$ cat src/rtl/err_break_pkg.sv
// Shared constants and types for the error and break signalling block
package err_break_pkg;

  // Synchroniser depth for pin inputs
  localparam int unsigned SYNC_STAGES = 2;

  // Reset and idle levels of active-low pins
  localparam logic PIN_DEASSERTED = 1'b1;
  localparam logic PIN_ASSERTED   = 1'b0;

  // Reset level of internal flags
  localparam logic FLAG_CLEAR = 1'b0;
  localparam logic FLAG_SET   = 1'b1;

  // Shutdown request sequencing
  typedef enum logic [1:0] {
    SD_IDLE = 2'b00,
    SD_REQ  = 2'b01,
    SD_DONE = 2'b10
  } shutdown_state_e;

  // Same-clock events from the execution core
  typedef struct packed {
    logic fp_error;       // Unmasked-or-not FP error detected
    logic fp_clear;       // FP error status cleared by software
    logic break_event;    // Break event arrived
    logic break_clear;    // Break event taken into service
    logic internal_fault; // Internal fault detected
  } core_event_s;

endpackage : err_break_pkg

$ cat src/rtl/cpu_error_break_signalling.sv
// Shared FP-error / pending-break pin and sticky internal-fault pin
//
// How it works
// - One shared pin: FP errors when clock stop idle, breaks when active.
// - Clock stop idle: pin asserts while an unmasked FP error is pending.
// - Clock stop active: pin asserts only for a pending break event.
// - Internal fault asserts the internal-fault pin.
// - Internal-fault pin stays asserted until reset.
// - The first internal fault after reset also requests one shutdown bus transaction.
`timescale 1ns/100ps
module cpu_error_break_signalling (
  // Clock and reset
  input  wire logic                       core_clk_i,
  input  wire logic                       nrst_i,
  // Clock stop request pin, active low, asynchronous
  input  wire logic                       clock_stop_request_n_i,
  // Core events and FP mask
  input  wire err_break_pkg::core_event_s core_evt_i,
  input  wire logic                       fp_mask_i,
  // Bus unit shutdown handshake
  input  wire logic                       shutdown_ack_i,
  output logic                            shutdown_req_o,
  // Pins toward the chipset, active low
  output logic                            fp_error_break_out_n_o,
  output logic                            internal_fault_out_n_o
);

  ////////////////////////////////////////////////////////////////////////////
  // Clock stop request synchronisation

  logic stop_n_sync;
  logic stop_q;

  pin_sync #(
    .RESET_LEVEL (err_break_pkg::PIN_DEASSERTED)
  ) u_stop_sync (
    .core_clk_i (core_clk_i),
    .nrst_i     (nrst_i),
    .pin_i      (clock_stop_request_n_i),
    .level_o    (stop_n_sync)
  );

  assign stop_q = ~stop_n_sync;

  ////////////////////////////////////////////////////////////////////////////
  // Pending flags and shared pin

  logic fp_pending_reg;
  logic fp_pending_next;
  logic brk_pending_reg;
  logic brk_pending_next;
  logic shared_n_reg;
  logic shared_n_next;

  // Set wins over clear on the same cycle
  function automatic logic sticky_next(input logic cur,
                                       input logic set,
                                       input logic clr);
    sticky_next = set | (cur & ~clr);
  endfunction : sticky_next

  always_comb begin
    fp_pending_next  = sticky_next(fp_pending_reg, core_evt_i.fp_error,
                                   core_evt_i.fp_clear);
    brk_pending_next = sticky_next(brk_pending_reg, core_evt_i.break_event,
                                   core_evt_i.break_clear);
    if (stop_q) begin
      shared_n_next = brk_pending_next ? err_break_pkg::PIN_ASSERTED
                                       : err_break_pkg::PIN_DEASSERTED;
    end else begin
      shared_n_next = (fp_pending_next && !fp_mask_i)
                      ? err_break_pkg::PIN_ASSERTED
                      : err_break_pkg::PIN_DEASSERTED;
    end
  end

  always_ff @(posedge core_clk_i or negedge nrst_i) begin
    if (!nrst_i) begin
      fp_pending_reg  <= err_break_pkg::FLAG_CLEAR;
      brk_pending_reg <= err_break_pkg::FLAG_CLEAR;
      shared_n_reg    <= err_break_pkg::PIN_DEASSERTED;
    end else begin
      fp_pending_reg  <= fp_pending_next;
      brk_pending_reg <= brk_pending_next;
      shared_n_reg    <= shared_n_next;
    end
  end

  assign fp_error_break_out_n_o = shared_n_reg;

  ////////////////////////////////////////////////////////////////////////////
  // Internal fault and shutdown request

  logic                          fault_n_reg;
  logic                          fault_n_next;
  err_break_pkg::shutdown_state_e sd_state_reg;
  err_break_pkg::shutdown_state_e sd_state_next;
  logic                          sd_req_reg;
  logic                          sd_req_next;

  always_comb begin
    fault_n_next = fault_n_reg;
    if (core_evt_i.internal_fault) begin
      fault_n_next = err_break_pkg::PIN_ASSERTED;
    end
  end

  // Only one shutdown per fault episode; a reset re-arms it
  always_comb begin
    sd_state_next = sd_state_reg;
    case (sd_state_reg)
      err_break_pkg::SD_IDLE: begin
        if (core_evt_i.internal_fault) begin
          sd_state_next = err_break_pkg::SD_REQ;
        end
      end
      err_break_pkg::SD_REQ: begin
        if (shutdown_ack_i) begin
          sd_state_next = err_break_pkg::SD_DONE;
        end
      end
      err_break_pkg::SD_DONE: begin
        sd_state_next = err_break_pkg::SD_DONE;
      end
      default: begin
        sd_state_next = err_break_pkg::SD_IDLE;
      end
    endcase
    sd_req_next = (sd_state_next == err_break_pkg::SD_REQ);
  end

  // Fault pin has no clear path other than reset
  always_ff @(posedge core_clk_i or negedge nrst_i) begin
    if (!nrst_i) begin
      fault_n_reg  <= err_break_pkg::PIN_DEASSERTED;
      sd_state_reg <= err_break_pkg::SD_IDLE;
      sd_req_reg   <= err_break_pkg::FLAG_CLEAR;
    end else begin
      fault_n_reg  <= fault_n_next;
      sd_state_reg <= sd_state_next;
      sd_req_reg   <= sd_req_next;
    end
  end

  assign internal_fault_out_n_o = fault_n_reg;
  assign shutdown_req_o         = sd_req_reg;
endmodule : cpu_error_break_signalling

$ cat src/rtl/pin_sync.sv
// Two-stage synchroniser for one asynchronous pin
`timescale 1ns/100ps
module pin_sync #(
  parameter logic RESET_LEVEL = 1'b1
) (
  // Clock and reset
  input  wire logic core_clk_i,
  input  wire logic nrst_i,
  // Pin and synchronised level
  input  wire logic pin_i,
  output logic      level_o
);

  logic [err_break_pkg::SYNC_STAGES-1:0] stage_reg;
  logic [err_break_pkg::SYNC_STAGES-1:0] stage_next;

  // First stage feeds only the next stage
  always_comb begin
    stage_next[0] = pin_i;
  end

  genvar g;
  generate
    for (g = 1; g < err_break_pkg::SYNC_STAGES; g++) begin : g_chain
      always_comb begin
        stage_next[g] = stage_reg[g-1];
      end
    end
  endgenerate

  always_ff @(posedge core_clk_i or negedge nrst_i) begin
    if (!nrst_i) begin
      stage_reg <= {err_break_pkg::SYNC_STAGES{RESET_LEVEL}};
    end else begin
      stage_reg <= stage_next;
    end
  end

  assign level_o = stage_reg[err_break_pkg::SYNC_STAGES-1];

endmodule : pin_sync
$ cat config.mk
export PLATFORM = sky130hd
export DESIGN_NAME = cpu_error_break_signalling
export DESIGN_NICKNAME = d
export VERILOG_FILES = /design/src/rtl/err_break_pkg.sv /design/src/rtl/cpu_error_break_signalling.sv /design/src/rtl/pin_sync.sv
export SDC_FILE = /design/constraint.sdc
export NUM_CORES = 1
export LEC_CHECK = 0
export BUFFER_PORTS_ARGS = -buffer_cell sky130_fd_sc_hd__buf_2
export CAP_MARGIN = 20
export CORE_AREA = 2 2 39 41
export DETAILED_ROUTE_END_ITERATION = 6
export DIE_AREA = 0 0 41 43
export PLACE_DENSITY_LB_ADDON = 0.12
export SETUP_SLACK_MARGIN = 0.1
export SYNTH_ARGS = -nofsm -noshare
export SYNTH_HDL_FRONTEND = slang
export SYNTH_SLANG_ARGS = --single-unit
$ cat constraint.sdc
create_clock -name core_clk_i -period 1.4 [get_ports core_clk_i]
set_clock_uncertainty 0.2 [all_clocks]
set_input_delay 0.07 -clock core_clk_i [delete_from_list [all_inputs] [get_ports core_clk_i]]
set_output_delay 0.07 -clock core_clk_i [all_outputs]
set_load 0.03 [all_outputs]
==> run_results.csv <==
group,metric,value,unit
layout,syn2layout_area_growth,70.90,%
cts,tritoncts,"yes",
layout,nNetsFinal,60,
die,die_h,43,µm
synthesis,yosysWarnings,0,
synthesis,synth.avg_cell_area,13.88,µm²
placed_design,dpl.hpwl,365,µm
routing,wirelength,524,µm
power_and_ir_drop,switching_share,0.2713,
timing,hold_viol,0,
global_routing,grt_pass1_vias,254,
routing,first_pass_iters,2,
setup_path,crit_buf_inv,1,
placed_design,globalplace.congestion,0.6074,
setup_path,slowest_stage,"dfstp_2",
routing,wl_met1,221,µm
power_and_ir_drop,leakage,0.0002526,µW
power_and_ir_drop,ir_drop,0.0005289,V
routing,drtAntennaViolNets,0,
outcome,status,"completed",
layout,drive_above_1_share,0.4082,
placed_design,dp_cells,50,
timing,slew_headroom,0.9007,
routing,drc,0,
setup_path,cp_max_fo,2,
setup_path,cp.required,1.13,ns
synthesis,ys_seq_area_frac,0.7541,
routing,top_layer_used,"met3",
timing,period_needed,1.228,ns
layout,fill_cells,155,
placed_design,port_buffers,12,
synthesis,ys_types,11,
timing,finalSetupViolCount,0,
synthesis,ys_ff_latch,9,
setup_path,endpoint_kind,"output port",
cts,cts_sinks,9,
setup_path,cpPeakStageDelay,0.52,ns
setup_path,crit_arrival,0.96,ns
routing,vias,252,
layout,final_common_cell,"buf_2",
cts,cts_resized,0,
global_routing,grt_pass1_wl,897,µm
die,start_util,0.2206,
setup_path,crit_path_start_kind,"register",
layout,antenna_cells,0,
die,core,0.001384,mm²
timing,worstMarginPinSlew,0.1484,ns
setup_path,cp_top_family,"flip-flops",
global_routing,grt_max_degree,7,
setup_path,crit_chain,"buf_2",
routing,routedWlPerCell,8.062,µm
die,ios,13,
global_routing,antenna_found_initial,0,
cts,clock_tree.buffer_depth,2,
timing,fin_crit_sh,0.8771,
cts,cts_setup_buffers,0,
run,max_cap_violations,0,
power_and_ir_drop,comb_power_share,0.208,
timing,rsz0062_at_grt,"no",
cts,clock_latency,0.25,ns
cts,hold_buffers,11,
cts,clkTransAtPathRegs,0.06,ns
timing,setup_tns,0,ns
die,die_w,41,µm
routing,vias_per_cell,3.877,
cts,cts_root_buf,"clkbuf_4",
power_and_ir_drop,switchingPower,183.0,µW
global_routing,grt_usage,0.07927,
synthesis,syn-num-nets,32,
global_routing,overflow,0,
timing,slew_viol_final,0,
synthesis,syn_area,305.3,µm²
die,core.rowCount,14,
routing,route.met2.wl,262,µm
power_and_ir_drop,power_density,1293,mW/mm²
cts,htreeDepth,1,
power_and_ir_drop,internal_power,491.6,µW
layout,final_cell_mix,"12 x buf_2, 11 x dlygate4sd3_1, 5 x dfrtp_1",
layout,finalNonFillerCells,65,
die,die_area,0.001763,mm²
setup_path,critical_path_class,"register to output port",
power_and_ir_drop,pwr-share-seq,0.509,
synthesis,synth_cells,22,
worst_hold_path,hp-class,"register to register",
cts,cts-buffers-inserted,3,
power_and_ir_drop,clockPowerShare,0.283,
routing,drt-initial-drc-count,3,
timing,max_freq,814.3,MHz
routing,wl_met3,40,µm
power groups by stage:
| stage | logic [µW] | clock network (µW) | registers, µW |
|---|---|---|---|
| final | 141 | 191 | 343 |
| after global routing | 156 | 219 | 350 |
| after CTS | 143 | 201 | 345 |
| after detailed placement | 118 | 0 | 349 |
| after global placement | 118 | 0 | 344 |
| after floorplan | 46.2 | 0 | 378 |
stage by stage:
stage                     setup slack, ns  utilization  hold WS, ns  power (µW)  cell area [µm²]
after floorplan                    0.3930            -      -0.4256       424.3            305.3
after global placement             0.4268       0.2785      -0.2744       462.1            385.4
after detailed placement           0.4111       0.2785      -0.2697       467.6            385.4
after CTS                          0.1614       0.3770       0.1560       688.0            521.8
after global routing               0.1451       0.3770       0.1624       723.8            521.8
final                              0.1720       0.3770       0.1548       674.6            521.8
path summary, 6_finish.rpt:
path,slack [ns],cells past startpoint,to,startpoint
min,0.15,0,u_stop_sync.stage_reg[1],u_stop_sync.stage_reg[0]
max reg2reg,0.41,3,fp_error_break_out_n_o,u_stop_sync.stage_reg[1]
min in group asynchronous,0.17,2,internal_fault_out_n_o,nrst_i
min reg2reg,0.15,0,u_stop_sync.stage_reg[1],u_stop_sync.stage_reg[0]
max,0.17,1,internal_fault_out_n_o,internal_fault_out_n_o
max in group asynchronous,0.25,3,sd_state_reg[1],nrst_i
cells by family after synthesis:
logic type             after synthesis  synth area share
buffers and inverters                3           0.03688
AOI/OAI and AO/OA                    4            0.1065
and+or+nand+nor                      5           0.06967
DFF                                  9            0.7541
muxes                                1           0.03279
Yosys cell counts:
library cell / count / share of area
a21o_1: 2 / 0.049
a22oi_2: 1 / 0.041
clkinv_1: 1 / 0.012
dfrtp_1: 5 / 0.41
dfstp_2: 4 / 0.34
inv_1: 2 / 0.025
mux2i_1: 1 / 0.033
nand2_1: 1 / 0.012
nor2_1: 3 / 0.037
nor2b_1: 1 / 0.021
o21ai_1: 1 / 0.016
per-layer routing:
metal / GRT usage / up-vias
met5: 0 / -
met2: 0.1094 / 7
met1: 0.09365 / 121
met3: 0.01571 / 0
met4: 0.08000 / 0
li1: - / 124
worst register-to-register path, stage by stage, from the launching register on:
cell     delay, ns
dfstp_2       0.51
inv_1         0.05
nor2_1        0.11
a22oi_2       0.06
cell type report:
type	count	area, µm²	area share
clock buffer	4	26.28	0.05036
inverter	3	11.26	0.02158
multi-input combinational	10	63.81	0.1223
sequential	9	230.2	0.4412
tap	16	20.02	0.03837
timing repair buffer	23	170.2	0.3261
(Power assumes the default switching activity.)
